File: src/rtl/ictd_pkg.sv
// Purpose: constants and types for the clock/io transfer decoder
// Assumes: ten-bit instruction words, 4-bit accumulator
// Notes: register offsets are byte addresses on the AXI4-Lite bus
package ictd_pkg;

    // ==========================================================
    // instruction codes
    localparam logic [9:0] OP_READ_WAKEUP_CTL0 = 10'h256;
    localparam logic [9:0] OP_WRITE_WAKEUP_CTL0 = 10'h21B;
    localparam logic [9:0] OP_READ_WAKEUP_CTL1 = 10'h259;
    localparam logic [9:0] OP_WRITE_WAKEUP_CTL1 = 10'h214;
    localparam logic [9:0] OP_READ_WAKEUP_CTL2 = 10'h25A;
    localparam logic [9:0] OP_WRITE_WAKEUP_CTL2 = 10'h215;
    localparam logic [9:0] OP_WRITE_OUT_FORMAT0 = 10'h228;
    localparam logic [9:0] OP_WRITE_OUT_FORMAT1 = 10'h229;
    localparam logic [9:0] OP_WRITE_OUT_FORMAT2 = 10'h22A;
    localparam logic [9:0] OP_WRITE_OUT_FORMAT3 = 10'h22B;
    localparam logic [9:0] OP_SELECT_CERAMIC_OSC = 10'h29A;
    localparam logic [9:0] OP_SELECT_RC_OSC = 10'h29B;
    localparam logic [9:0] OP_SELECT_QUARTZ_OSC = 10'h29D;
    localparam logic [9:0] OP_WRITE_CLOCK_GATE_BIT = 10'h209;
    localparam logic [9:0] OP_READ_CLOCK_DIVISION = 10'h252;
    localparam logic [9:0] OP_WRITE_CLOCK_DIVISION = 10'h216;

    // ==========================================================
    // oscillator selection codes
    localparam logic [1:0] OSC_CERAMIC = 2'h0;
    localparam logic [1:0] OSC_RC = 2'h1;
    localparam logic [1:0] OSC_QUARTZ = 2'h2;

    // ==========================================================
    // register byte offsets
    localparam logic [7:0] REG_WAKEUP_CTL0 = 8'h00;
    localparam logic [7:0] REG_WAKEUP_CTL1 = 8'h04;
    localparam logic [7:0] REG_WAKEUP_CTL2 = 8'h08;
    localparam logic [7:0] REG_OUT_FORMAT0 = 8'h0C;
    localparam logic [7:0] REG_OUT_FORMAT1 = 8'h10;
    localparam logic [7:0] REG_OUT_FORMAT2 = 8'h14;
    localparam logic [7:0] REG_OUT_FORMAT3 = 8'h18;
    localparam logic [7:0] REG_CLOCK_CTL = 8'h1C;
    localparam logic [7:0] REG_STATUS = 8'h20;

    // ==========================================================
    // reset values and field positions
    localparam logic [3:0] NIBBLE_RESET = 4'h0;
    localparam logic [1:0] OSC_RESET = 2'h0;
    localparam logic CLOCK_GATE_RESET = 1'b0;
    localparam int CLK_DIV_LSB = 0;
    localparam int CLK_GATE_BIT = 4;
    localparam int OSC_SEL_LSB = 8;
    localparam logic [1:0] RESP_OKAY = 2'h0;
    localparam logic [1:0] RESP_SLVERR = 2'h2;

    // ==========================================================
    // carried groups
    typedef struct packed {
        logic [3:0] wakeup_ctl0;
        logic [3:0] wakeup_ctl1;
        logic [3:0] wakeup_ctl2;
    } ictd_wakeup_t;

    typedef struct packed {
        logic [3:0] out_format0;
        logic [3:0] out_format1;
        logic [3:0] out_format2;
        logic [3:0] out_format3;
    } ictd_format_t;

    typedef struct packed {
        logic [3:0] clock_division_ctl;
        logic clock_gate_ctl;
        logic [1:0] osc_select;
    } ictd_clock_t;

endpackage

File: src/rtl/ictd_decoder.sv
// Purpose: decode and execute the io / clock transfer instruction group
// Assumes: core presents one instruction per cycle with a strobe
// Notes: registers also visible read-only over AXI4-Lite
`timescale 1ns/100ps

module ictd_decoder
    import ictd_pkg::*;
(
    // clock and reset
    input wire logic REF_CLK_IN,
    input wire logic RST_B_IN,
    // core side
    input wire logic INSTR_VALID_IN,
    input wire logic [9:0] INSTR_WORD_IN,
    input wire logic [3:0] ACC_IN,
    output logic ACC_LOAD_OUT,
    output logic [3:0] ACC_DATA_OUT,
    output logic HIT_OUT,
    output logic SKIP_OUT,
    output logic CARRY_WRITE_OUT,
    // controlled registers
    output ictd_wakeup_t WAKEUP_OUT,
    output ictd_format_t FORMAT_OUT,
    output ictd_clock_t CLOCK_OUT,
    // axi4-lite slave
    input wire logic [7:0] S_AXI_AWADDR_IN,
    input wire logic S_AXI_AWVALID_IN,
    output logic S_AXI_AWREADY_OUT,
    input wire logic [31:0] S_AXI_WDATA_IN,
    input wire logic [3:0] S_AXI_WSTRB_IN,
    input wire logic S_AXI_WVALID_IN,
    output logic S_AXI_WREADY_OUT,
    output logic [1:0] S_AXI_BRESP_OUT,
    output logic S_AXI_BVALID_OUT,
    input wire logic S_AXI_BREADY_IN,
    input wire logic [7:0] S_AXI_ARADDR_IN,
    input wire logic S_AXI_ARVALID_IN,
    output logic S_AXI_ARREADY_OUT,
    output logic [31:0] S_AXI_RDATA_OUT,
    output logic [1:0] S_AXI_RRESP_OUT,
    output logic S_AXI_RVALID_OUT,
    input wire logic S_AXI_RREADY_IN
);

    // ==========================================================
    // decode
    function automatic logic is_op(input logic [9:0] w,
                                   input logic [9:0] op);
        is_op = (w == op);
    endfunction

    logic v;
    logic [9:0] w;
    assign v = INSTR_VALID_IN;
    assign w = INSTR_WORD_IN;

    logic hit_rd_k0, hit_rd_k1, hit_rd_k2, hit_rd_div;
    assign hit_rd_k0 = v && is_op(w, OP_READ_WAKEUP_CTL0);
    assign hit_rd_k1 = v && is_op(w, OP_READ_WAKEUP_CTL1);
    assign hit_rd_k2 = v && is_op(w, OP_READ_WAKEUP_CTL2);
    assign hit_rd_div = v && is_op(w, OP_READ_CLOCK_DIVISION);

    // format words are consecutive codes
    logic [3:0] hit_fmt;
    genvar gi;
    generate
        for (gi = 0; gi < 4; gi++) begin : g_fmt
            assign hit_fmt[gi] = v && is_op(w,
                10'(OP_WRITE_OUT_FORMAT0 + gi));
        end
    endgenerate

    // hit line tells the core the word belonged to this group
    logic any_write;
    assign any_write = v && (is_op(w, OP_WRITE_WAKEUP_CTL0)
        || is_op(w, OP_WRITE_WAKEUP_CTL1)
        || is_op(w, OP_WRITE_WAKEUP_CTL2)
        || is_op(w, OP_SELECT_CERAMIC_OSC)
        || is_op(w, OP_SELECT_RC_OSC)
        || is_op(w, OP_SELECT_QUARTZ_OSC)
        || is_op(w, OP_WRITE_CLOCK_GATE_BIT)
        || is_op(w, OP_WRITE_CLOCK_DIVISION)
        || (|hit_fmt));

    // ==========================================================
    // accumulator load and group status
    logic rd_any;
    assign rd_any = hit_rd_k0 | hit_rd_k1 | hit_rd_k2 | hit_rd_div;
    logic [3:0] next_acc_data;
    // data output holds between loads
    always_comb begin
        next_acc_data = ACC_DATA_OUT;
        if (hit_rd_k0) begin
            next_acc_data = WAKEUP_OUT.wakeup_ctl0;
        end else if (hit_rd_k1) begin
            next_acc_data = WAKEUP_OUT.wakeup_ctl1;
        end else if (hit_rd_k2) begin
            next_acc_data = WAKEUP_OUT.wakeup_ctl2;
        end else if (hit_rd_div) begin
            next_acc_data = CLOCK_OUT.clock_division_ctl;
        end
    end

    // read beside a load of the same register returns the old value
    always_ff @(posedge REF_CLK_IN) begin
        if (!RST_B_IN) begin
            ACC_LOAD_OUT <= 1'b0;
            ACC_DATA_OUT <= NIBBLE_RESET;
            HIT_OUT <= 1'b0;
        end else begin
            ACC_LOAD_OUT <= rd_any;
            ACC_DATA_OUT <= next_acc_data;
            HIT_OUT <= rd_any | any_write;
        end
    end

    // group never skips nor writes carry
    assign SKIP_OUT = 1'b0;
    assign CARRY_WRITE_OUT = 1'b0;

    // ==========================================================
    // wakeup registers
    always_ff @(posedge REF_CLK_IN) begin
        if (!RST_B_IN) begin
            WAKEUP_OUT <= '0;
        end else if (v) begin
            if (is_op(w, OP_WRITE_WAKEUP_CTL0)) begin
                WAKEUP_OUT.wakeup_ctl0 <= ACC_IN;
            end
            if (is_op(w, OP_WRITE_WAKEUP_CTL1)) begin
                WAKEUP_OUT.wakeup_ctl1 <= ACC_IN;
            end
            if (is_op(w, OP_WRITE_WAKEUP_CTL2)) begin
                WAKEUP_OUT.wakeup_ctl2 <= ACC_IN;
            end
        end
    end

    // ==========================================================
    // output format registers, write only from the core
    // readable over the bus for observation only
    always_ff @(posedge REF_CLK_IN) begin
        if (!RST_B_IN) begin
            FORMAT_OUT <= '0;
        end else begin
            if (hit_fmt[0]) begin
                FORMAT_OUT.out_format0 <= ACC_IN;
            end
            if (hit_fmt[1]) begin
                FORMAT_OUT.out_format1 <= ACC_IN;
            end
            if (hit_fmt[2]) begin
                FORMAT_OUT.out_format2 <= ACC_IN;
            end
            if (hit_fmt[3]) begin
                FORMAT_OUT.out_format3 <= ACC_IN;
            end
        end
    end

    // ==========================================================
    // clock control
    // one word per cycle, so at most one field changes
    always_ff @(posedge REF_CLK_IN) begin
        if (!RST_B_IN) begin
            CLOCK_OUT.clock_division_ctl <= NIBBLE_RESET;
            CLOCK_OUT.clock_gate_ctl <= CLOCK_GATE_RESET;
            CLOCK_OUT.osc_select <= OSC_RESET;
        end else if (v) begin
            case (w)
                OP_SELECT_CERAMIC_OSC: begin
                    CLOCK_OUT.osc_select <= OSC_CERAMIC;
                end
                OP_SELECT_RC_OSC: begin
                    CLOCK_OUT.osc_select <= OSC_RC;
                end
                OP_SELECT_QUARTZ_OSC: begin
                    CLOCK_OUT.osc_select <= OSC_QUARTZ;
                end
                OP_WRITE_CLOCK_GATE_BIT: begin
                    CLOCK_OUT.clock_gate_ctl <= ACC_IN[0];
                end
                OP_WRITE_CLOCK_DIVISION: begin
                    CLOCK_OUT.clock_division_ctl <= ACC_IN;
                end
                default: begin
                end
            endcase
        end
    end

    // ==========================================================
    // axi4-lite write channel: registers are read-only, answer slverr
    // address, data and strobes are not needed: nothing is stored
    // aw and w are held until both have arrived
    logic aw_held, w_held;
    assign S_AXI_AWREADY_OUT = !aw_held && !S_AXI_BVALID_OUT;
    assign S_AXI_WREADY_OUT = !w_held && !S_AXI_BVALID_OUT;
    always_ff @(posedge REF_CLK_IN) begin
        if (!RST_B_IN) begin
            aw_held <= 1'b0;
            w_held <= 1'b0;
            S_AXI_BVALID_OUT <= 1'b0;
            S_AXI_BRESP_OUT <= RESP_OKAY;
        end else if (S_AXI_BVALID_OUT) begin
            if (S_AXI_BREADY_IN) begin
                S_AXI_BVALID_OUT <= 1'b0;
            end
        end else begin
            if ((aw_held || S_AXI_AWVALID_IN)
                && (w_held || S_AXI_WVALID_IN)) begin
                aw_held <= 1'b0;
                w_held <= 1'b0;
                S_AXI_BVALID_OUT <= 1'b1;
                S_AXI_BRESP_OUT <= RESP_SLVERR;
            end else begin
                aw_held <= aw_held | S_AXI_AWVALID_IN;
                w_held <= w_held | S_AXI_WVALID_IN;
            end
        end
    end

    // ==========================================================
    // axi4-lite read channel
    // word slot of a byte address; the low two bits are ignored
    function automatic logic [7:0] word_slot(input logic [7:0] a);
        word_slot = {a[7:2], 2'h0};
    endfunction

    function automatic logic slot_mapped(input logic [7:0] a);
        case (word_slot(a))
            REG_WAKEUP_CTL0, REG_WAKEUP_CTL1, REG_WAKEUP_CTL2,
            REG_OUT_FORMAT0, REG_OUT_FORMAT1, REG_OUT_FORMAT2,
            REG_OUT_FORMAT3, REG_CLOCK_CTL, REG_STATUS: begin
                slot_mapped = 1'b1;
            end
            default: begin
                slot_mapped = 1'b0;
            end
        endcase
    endfunction

    function automatic logic [31:0] read_word(input logic [7:0] a);
        read_word = '0;
        case (word_slot(a))
            REG_WAKEUP_CTL0: read_word[3:0] = WAKEUP_OUT.wakeup_ctl0;
            REG_WAKEUP_CTL1: read_word[3:0] = WAKEUP_OUT.wakeup_ctl1;
            REG_WAKEUP_CTL2: read_word[3:0] = WAKEUP_OUT.wakeup_ctl2;
            REG_OUT_FORMAT0: read_word[3:0] = FORMAT_OUT.out_format0;
            REG_OUT_FORMAT1: read_word[3:0] = FORMAT_OUT.out_format1;
            REG_OUT_FORMAT2: read_word[3:0] = FORMAT_OUT.out_format2;
            REG_OUT_FORMAT3: read_word[3:0] = FORMAT_OUT.out_format3;
            REG_CLOCK_CTL: begin
                read_word[CLK_DIV_LSB +: 4] = CLOCK_OUT.clock_division_ctl;
                read_word[CLK_GATE_BIT] = CLOCK_OUT.clock_gate_ctl;
                read_word[OSC_SEL_LSB +: 2] = CLOCK_OUT.osc_select;
            end
            REG_STATUS: read_word[0] = HIT_OUT;
            default: begin
                read_word = '0;
            end
        endcase
    endfunction

    // one read at a time; data and response held until rready
    assign S_AXI_ARREADY_OUT = !S_AXI_RVALID_OUT;
    always_ff @(posedge REF_CLK_IN) begin
        if (!RST_B_IN) begin
            S_AXI_RVALID_OUT <= 1'b0;
            S_AXI_RDATA_OUT <= '0;
            S_AXI_RRESP_OUT <= RESP_OKAY;
        end else if (S_AXI_RVALID_OUT) begin
            if (S_AXI_RREADY_IN) begin
                S_AXI_RVALID_OUT <= 1'b0;
            end
        end else if (S_AXI_ARVALID_IN) begin
            S_AXI_RDATA_OUT <= read_word(S_AXI_ARADDR_IN);
            if (slot_mapped(S_AXI_ARADDR_IN)) begin
                S_AXI_RRESP_OUT <= RESP_OKAY;
            end else begin
                S_AXI_RRESP_OUT <= RESP_SLVERR;
            end
            S_AXI_RVALID_OUT <= 1'b1;
        end
    end

endmodule

File: config.mk
export PLATFORM = sky130hd
export DESIGN_NAME = ictd_decoder
export DESIGN_NICKNAME = d
export VERILOG_FILES = /design/src/rtl/ictd_pkg.sv /design/src/rtl/ictd_decoder.sv
export SDC_FILE = /design/constraint.sdc
export NUM_CORES = 1
export LEC_CHECK = 0
export BUFFER_PORTS_ARGS = -buffer_cell sky130_fd_sc_hd__buf_2
export CAP_MARGIN = 15
export CORE_ASPECT_RATIO = 0.5
export CORE_MARGIN = 5
export CORE_UTILIZATION = 45
export CTS_CLUSTER_SIZE = 10
export DETAILED_ROUTE_END_ITERATION = 8
export PLACE_DENSITY_LB_ADDON = 0.3
export REMOVE_ABC_BUFFERS = 1
export SYNTH_ARGS = -nofsm -noshare
export SYNTH_HDL_FRONTEND = slang
export SYNTH_SLANG_ARGS = --single-unit
File: constraint.sdc
create_clock -name REF_CLK_IN -period 1.96 [get_ports REF_CLK_IN]
set_clock_uncertainty 0.15 [all_clocks]
set_input_delay 0.196 -clock REF_CLK_IN [delete_from_list [all_inputs] [get_ports REF_CLK_IN]]
set_output_delay 0.196 -clock REF_CLK_IN [all_outputs]
set_load 0.01 [all_outputs]
==> results.yml, run 1 <==
worst_setup_path:
  worst-endpoint-required_ps: 2040
  critPathCaptureType: "register"
  critical_path_peak_fanout: 8
  path_cells: "dlygate4sd3_1 > buf_2 > nand2b_1 > a2111oi_4 > o21ai_0 > a21oi_1"
  startpoint_type: "input pin"
  crit_family: "compound AO/OA/AOI/OAI gates"
  worstPathArrival_ps: 1740
  critPathMaxStageDelay_ps: 520
  timing.critical_path.buf_inv: 2
  timing.setup.critical_path_class: "in -> reg"
  crit_path_top_delay_cell: "sky130_fd_sc_hd__dlygate4sd3_1"
clock_tree:
  cts_inserted_buffers: 5
  post_cts_resize_count: 0
  worst_skew_pair.late_latency_ps: 290
  htree_num_levels: 2
  worst_setup_hold_path_clk_slew_ps: 70
  cts_tree: "built"
  max-clock-path-buffers: 2
  cts.root.buffer_cell: "sky130_fd_sc_hd__clkbuf_16"
  cts.sink_count: 54
timing:
  timing.final.setup_violations: 0
  min_period_ps: 1670
  min_period_over_period_pct: 85.0
  max_freq_mhz: 600
  finalMaxSlewViolations: 0
  worst_hold_slack_ps: 5.76
  fin_setup_tns_ps: 0
  total_count_of_hold_check_failures_in_the_final_report: 0
  post-route-worst-setup-slack_ps: 294
  rsz_0062_raised_after_global_routing: "no"
drt:
  routed_wirelength_um: 7860
  num_vias: 2634
  drt_first_iter_violations: 149
  via_per_inst: 5.14
  antenna_violating_nets_post_route: 0
  firstDrtPassIters: 4
  drc_errors: 0
  wl_per_cell_um: 15.3
placement:
  io_buffer_count: 82
  placement.setup.worst_slack_ps: 249
  place.detailed.instances: 503
  place_area_sq_um: 3530
  dp_hpwl_um: 5990
  gp_congestion: 0.825
pwr:
  fin_total_pwr_mw: 2.33
  power_leakage_nw: 1.79
  power.density_nw_per_um2: 630
  vdd.ir_drop.worst_mv: 0.359
global_route:
  grt_pass1_wl_um: 12500
  grt_pass1_vias: 2397
  antenna_found_initial: 0
  grt_use_total_pct: 18.1
  global_route.overflow_total: 0
  grt_start_max_net_pins: 24
die:
  chipWidth_um: 128
  floorplan_row_count: 21
  floorplan.core_area_sq_um: 6700
  floorplan.die_area_sq_um: 8770
  num_io_pins: 158
  initial_core_util_pct: 46.4
  die-height_um: 68.8
yosys:
  netlist_cell_types: 50
  yosys_warnings: 0
  synth.yosys.seq_area_share_pct: 34.8
  synth_enable_flop_cells: 0
  syn_area_sq_um: 3110
  postSynthCellCount: 338
  postSynth.asyncResetShare_pct: 0
  postSynthRegisterBits: 54
  most_common_flop_cell_mapped_by_yosys: "sky130_fd_sc_hd__dfxtp_1"
  syn_avg_cell_area_sq_um: 9.20
final_layout:
  post_route_cells_drive_above_1_share_pct: 28.8
  design_area_sq_um: 3700
  n_antenna_cell: 0
  finalNonFillerCells: 512
  syn2layout_area_growth_pct: 19.2
  finalCoreUtilization_pct: 55.3
  num-nets-final: 493
hold_path:
  worstHoldPathType: "in -> reg"
run:
  max_cap_violations: 0
run_status:
  outcome: "finished, final reports clean"
-- cells by family (layout without fill, tap and decap cells) --
kind of cell           count (synthesis)  count (layout)  synth area share [%]
and+or+nand+nor                      119             119                  24.7
other                                  1              29                 0.121
DFF                                   54              54                  34.8
buffers and inverters                 60             114                  11.2
AOI/OAI and AO/OA                     62              62                  14.4
muxes                                 42              42                  14.8
-- routing by layer --
metal	up-vias	share of wire, %	global-route usage [%]
met5	-	0	0
met3	6	8.4	5.08
li1	1325	-	-
met1	1220	47	25.0
met4	0	0.80	4.41
met2	83	43	28.3
-- synthesized netlist by cell type, types with 2 or more instances --
cell	instances	share of area (%)
sky130_fd_sc_hd__nor2b_1	41	8.2
sky130_fd_sc_hd__nand2b_1	3	0.60
sky130_fd_sc_hd__and3b_1	2	0.56
sky130_fd_sc_hd__nand4_1	7	1.4
sky130_fd_sc_hd__nand3b_1	3	0.72
sky130_fd_sc_hd__clkbuf_1	11	1.3
sky130_fd_sc_hd__inv_1	8	0.97
sky130_fd_sc_hd__buf_2	11	1.8
sky130_fd_sc_hd__a221o_1	2	0.64
sky130_fd_sc_hd__buf_4	29	7.0
sky130_fd_sc_hd__mux4_2	3	2.2
sky130_fd_sc_hd__o2bb2ai_1	2	0.56
sky130_fd_sc_hd__o211ai_1	5	1.2
sky130_fd_sc_hd__nand2_1	11	1.3
sky130_fd_sc_hd__and4bb_2	5	2.0
sky130_fd_sc_hd__dfxtp_1	54	35
sky130_fd_sc_hd__nor3b_1	2	0.48
sky130_fd_sc_hd__a22oi_1	2	0.48
sky130_fd_sc_hd__nor3_1	3	0.48
sky130_fd_sc_hd__o21ai_0	9	1.4
sky130_fd_sc_hd__nor2_1	10	1.2
sky130_fd_sc_hd__a31oi_1	5	1.0
sky130_fd_sc_hd__o21a_1	3	0.72
sky130_fd_sc_hd__and4_1	6	1.7
sky130_fd_sc_hd__o31ai_1	4	0.97
sky130_fd_sc_hd__a21boi_0	4	0.97
sky130_fd_sc_hd__a21oi_1	14	2.3
sky130_fd_sc_hd__mux2i_1	38	12
sky130_fd_sc_hd__nand3_1	14	2.3
sky130_fd_sc_hd__a22o_1	4	1.1
sky130_fd_sc_hd__nor4_1	3	0.60
sky130_fd_sc_hd__and2_1	2	0.40
-- flip-flops by register name, summed over array words and instances (netlist names) --
register / count
CLOCK_OUT: 7
S_AXI_RDATA_OUT: 7
ACC_LOAD_OUT: 1
S_AXI_RRESP_OUT: 1
FORMAT_OUT: 16
w_held: 1
S_AXI_RVALID_OUT: 1
ACC_DATA_OUT: 4
WAKEUP_OUT: 12
S_AXI_BRESP_OUT: 1
HIT_OUT: 1
aw_held: 1
S_AXI_BVALID_OUT: 1
-- worst register-to-register path: stages, from the launching register on --
cell	delay, ps
sky130_fd_sc_hd__dfxtp_1	350
sky130_fd_sc_hd__nand2b_1	340
sky130_fd_sc_hd__a2111oi_4	420
sky130_fd_sc_hd__o21ai_0	120
sky130_fd_sc_hd__a21oi_1	140
-- cells in the final DEF, fill, tap and decap left out, drive strengths merged, types with 4 or more instances in the layout --
master  count
a21boi      4
a21oi      14
a22o        4
a31oi       5
and4        6
and4bb      5
buf        97
clkbuf      7
conb       29
dfxtp      54
inv         8
mux2i      38
nand2      11
nand3      14
nand4       7
nor2       10
nor2b      41
o211ai      6
o21ai       9
o31ai       4
-- what timing repair did --
item / CTS / global route
buffers inserted: 0 / 0
endpoints found under the hold margin: 1 / 0
hold buffers: 1 / 0
-- power breakdown --
| group | switching [mW] | internal [mW] | total (mW) |
|---|---|---|---|
| Combinational | 0.164 | 0.0972 | 0.262 |
| Clock | 0.409 | 0.547 | 0.955 |
| Sequential | 0.00849 | 1.11 | 1.12 |
| Total | 0.582 | 1.75 | 2.33 |
-- worst paths after layout --
kind                 startpoint            endpoint  slack [ps]  cells past startpoint
max            S_AXI_ARVALID_IN  S_AXI_RDATA_OUT[0]         290                      6
min             S_AXI_WVALID_IN              w_held           6                      3
max reg2reg    S_AXI_RVALID_OUT  S_AXI_RDATA_OUT[0]         380                      4
min reg2reg  S_AXI_RDATA_OUT[8]  S_AXI_RDATA_OUT[8]         310                      2
-- layout make-up --
class,count,area [sq um]
multi-input cells,252,1780
fillers,670,3000
inverters,8,30.0
clock buffers,7,153
repair buffers,98,533
clock inverters,1,8.76
well taps,92,115
flip-flops and latches,54,1080
(Power assumes the default switching activity.)
==> run 2, diff against run 1 <==
--- a/config.mk
+++ b/config.mk
@@ -8,8 +8,7 @@
 export BUFFER_PORTS_ARGS = -buffer_cell sky130_fd_sc_hd__buf_2
 export CAP_MARGIN = 15
 export CORE_ASPECT_RATIO = 0.5
-export CORE_MARGIN = 5
-export CORE_UTILIZATION = 45
+export CORE_UTILIZATION = 46
 export CTS_CLUSTER_SIZE = 10
 export DETAILED_ROUTE_END_ITERATION = 8
 export PLACE_DENSITY_LB_ADDON = 0.3
==> results.yml, run 2 (same netlist as run 1, synthesis figures left out) <==
run_status:
  outcome: "finished, final reports clean"
timing:
  fin_setup_tns_ps: 0
  timing.final.setup_violations: 0
  min_period_over_period_pct: 81.7
  rsz_0062_raised_after_global_routing: "no"
  max_freq_mhz: 624
  total_count_of_hold_check_failures_in_the_final_report: 0
  finalMaxSlewViolations: 0
  min_period_ps: 1600
run:
  max_cap_violations: 0
clock_tree:
  cts.sink_count: 54
  cts_setup_buffers: 0
  post_cts_hold_buffer_count: 0
  cts_tree: "built"
  post_cts_resize_count: 0
  htree_num_levels: 2
  cts_inserted_buffers: 5
  cts.root.buffer_cell: "sky130_fd_sc_hd__clkbuf_16"
  worst_setup_hold_path_clk_slew_ps: 70
  max-clock-path-buffers: 2
  worst_skew_pair.late_latency_ps: 290
drt:
  num_vias: 2717
  drc_errors: 0
  antenna_violating_nets_post_route: 0
  via_per_inst: 5.41
  drt_first_iter_violations: 179
  firstDrtPassIters: 4
  routed_wirelength_um: 7790
  wl_per_cell_um: 15.5
final_layout:
  final.fill_count: 565
  layout.cells.most_common_list: "sky130_fd_sc_hd__buf_2, sky130_fd_sc_hd__dfxtp_1, sky130_fd_sc_hd__nor2b_1"
  area_taken_by_multi_input_logic_gates_sq_um: 1780
  n_antenna_cell: 0
  design_area_sq_um: 3660
  post_route_cells_drive_above_1_share_pct: 28.0
  finalNonFillerCells: 502
  final_common_cell: "sky130_fd_sc_hd__buf_2"
  reg.largest.list: "FORMAT_OUT (16), WAKEUP_OUT (12)"
  register_with_the_most_flip_flops: "FORMAT_OUT"
  num-nets-final: 487
  largest_register_ffs: 16
  finalCoreUtilization_pct: 58.3
  syn2layout_area_growth_pct: 17.7
  regArea_sq_um: 1080
hold_path:
  holdCritStartpoint: "S_AXI_RREADY_IN"
  worstHoldPathType: "in -> reg"
worst_setup_path:
  timing.critical_path.buf_inv: 0
  worstPathArrival_ps: 1670
  reg2reg_from: "S_AXI_RVALID_OUT"
  critical_path_peak_fanout: 8
  timing.setup.critical_path_class: "reg -> reg"
  worstSetupStartpoint: "S_AXI_RVALID_OUT"
  worst-endpoint-required_ps: 2030
  critPathMaxStageDelay_ps: 420
  critPathCaptureType: "register"
  crit_family: "compound AO/OA/AOI/OAI gates"
  path_cells: "nand2b_1 > a2111oi_4 > o21ai_0 > a21oi_1"
  startpoint_type: "register"
  crit_path_top_delay_cell: "sky130_fd_sc_hd__a2111oi_4"
global_route:
  grt_pass1_vias: 2426
  grt_start_max_net_pins: 20
  grt_use_total_pct: 21.9
  antenna_found_initial: 0
  grt_pass1_wl_um: 12000
  global_route.overflow_total: 0
pwr:
  power.density_nw_per_um2: 654
  vdd.ir_drop.worst_mv: 0.398
  fin_total_pwr_mw: 2.39
  power_leakage_nw: 1.77
die:
  initial_core_util_pct: 49.5
  floorplan.die_area_sq_um: 7110
  die-height_um: 60.1
  floorplan.core_area_sq_um: 6280
  chipWidth_um: 118
  floorplan_row_count: 20
  num_io_pins: 158
placement:
  io_buffer_count: 82
  dp_hpwl_um: 5990
  place.detailed.instances: 494
  place_area_sq_um: 3490
  gp_congestion: 0.843
run 2: changes by cell type in the layout (fill, tap and decap cells not counted):
| cell | change |
|---|---|
| sky130_fd_sc_hd__buf_4 | -5 |
| sky130_fd_sc_hd__clkbuf_8 | -2 |
| sky130_fd_sc_hd__bufinv_16 | +1 |
| sky130_fd_sc_hd__clkinv_2 | +1 |
| sky130_fd_sc_hd__clkinv_4 | -1 |
| sky130_fd_sc_hd__dlygate4sd3_1 | -1 |
| sky130_fd_sc_hd__inv_6 | +1 |
run 2: power breakdown:
part / switching (mW) / internal (mW)
clock network: 0.412 / 0.606
registers: 0.00908 / 1.11
logic: 0.165 / 0.0932
run 2: metrics by stage:
stage               setup slack [ps]  hold slack (ps)
floorplan                        530              164
global placement                 220              296
detailed placement               163              303
CTS                              363            0.351
global route                     270             4.74
finish                           358            0.501
run 2: layout make-up:
type / instances / area share [%]
multi-input cells: 252 / 48.8
inverters: 8 / 0.821
well taps: 88 / 3.01
repair buffers: 92 / 13.3
flip-flops and latches: 54 / 29.5
clock inverters: 3 / 1.20
clock buffers: 5 / 3.42
run 2: worst min-delay path, cell delays in order:
cell                      delay (ps)
sky130_fd_sc_hd__buf_2            70
sky130_fd_sc_hd__nand2_1          40
sky130_fd_sc_hd__o211a_1          90
run 2: layer usage:
| layer | vias up | global-route usage, % | routed length [um] |
|---|---|---|---|
| met5 | - | 0 | 0 |
| met4 | 0 | 6.41 | 83 |
| met3 | 8 | 4.68 | 491 |
| met2 | 103 | 36.7 | 3570 |
| met1 | 1295 | 28.9 | 3650 |
| li1 | 1311 | - | - |
run 2: worst paths after layout:
check                        to  slack, ps  cells past startpoint
min            S_AXI_RVALID_OUT        0.5                      3
max reg2reg  S_AXI_RDATA_OUT[0]        360                      4
max          S_AXI_RDATA_OUT[0]        360                      4
min reg2reg  S_AXI_RDATA_OUT[4]        320                      2
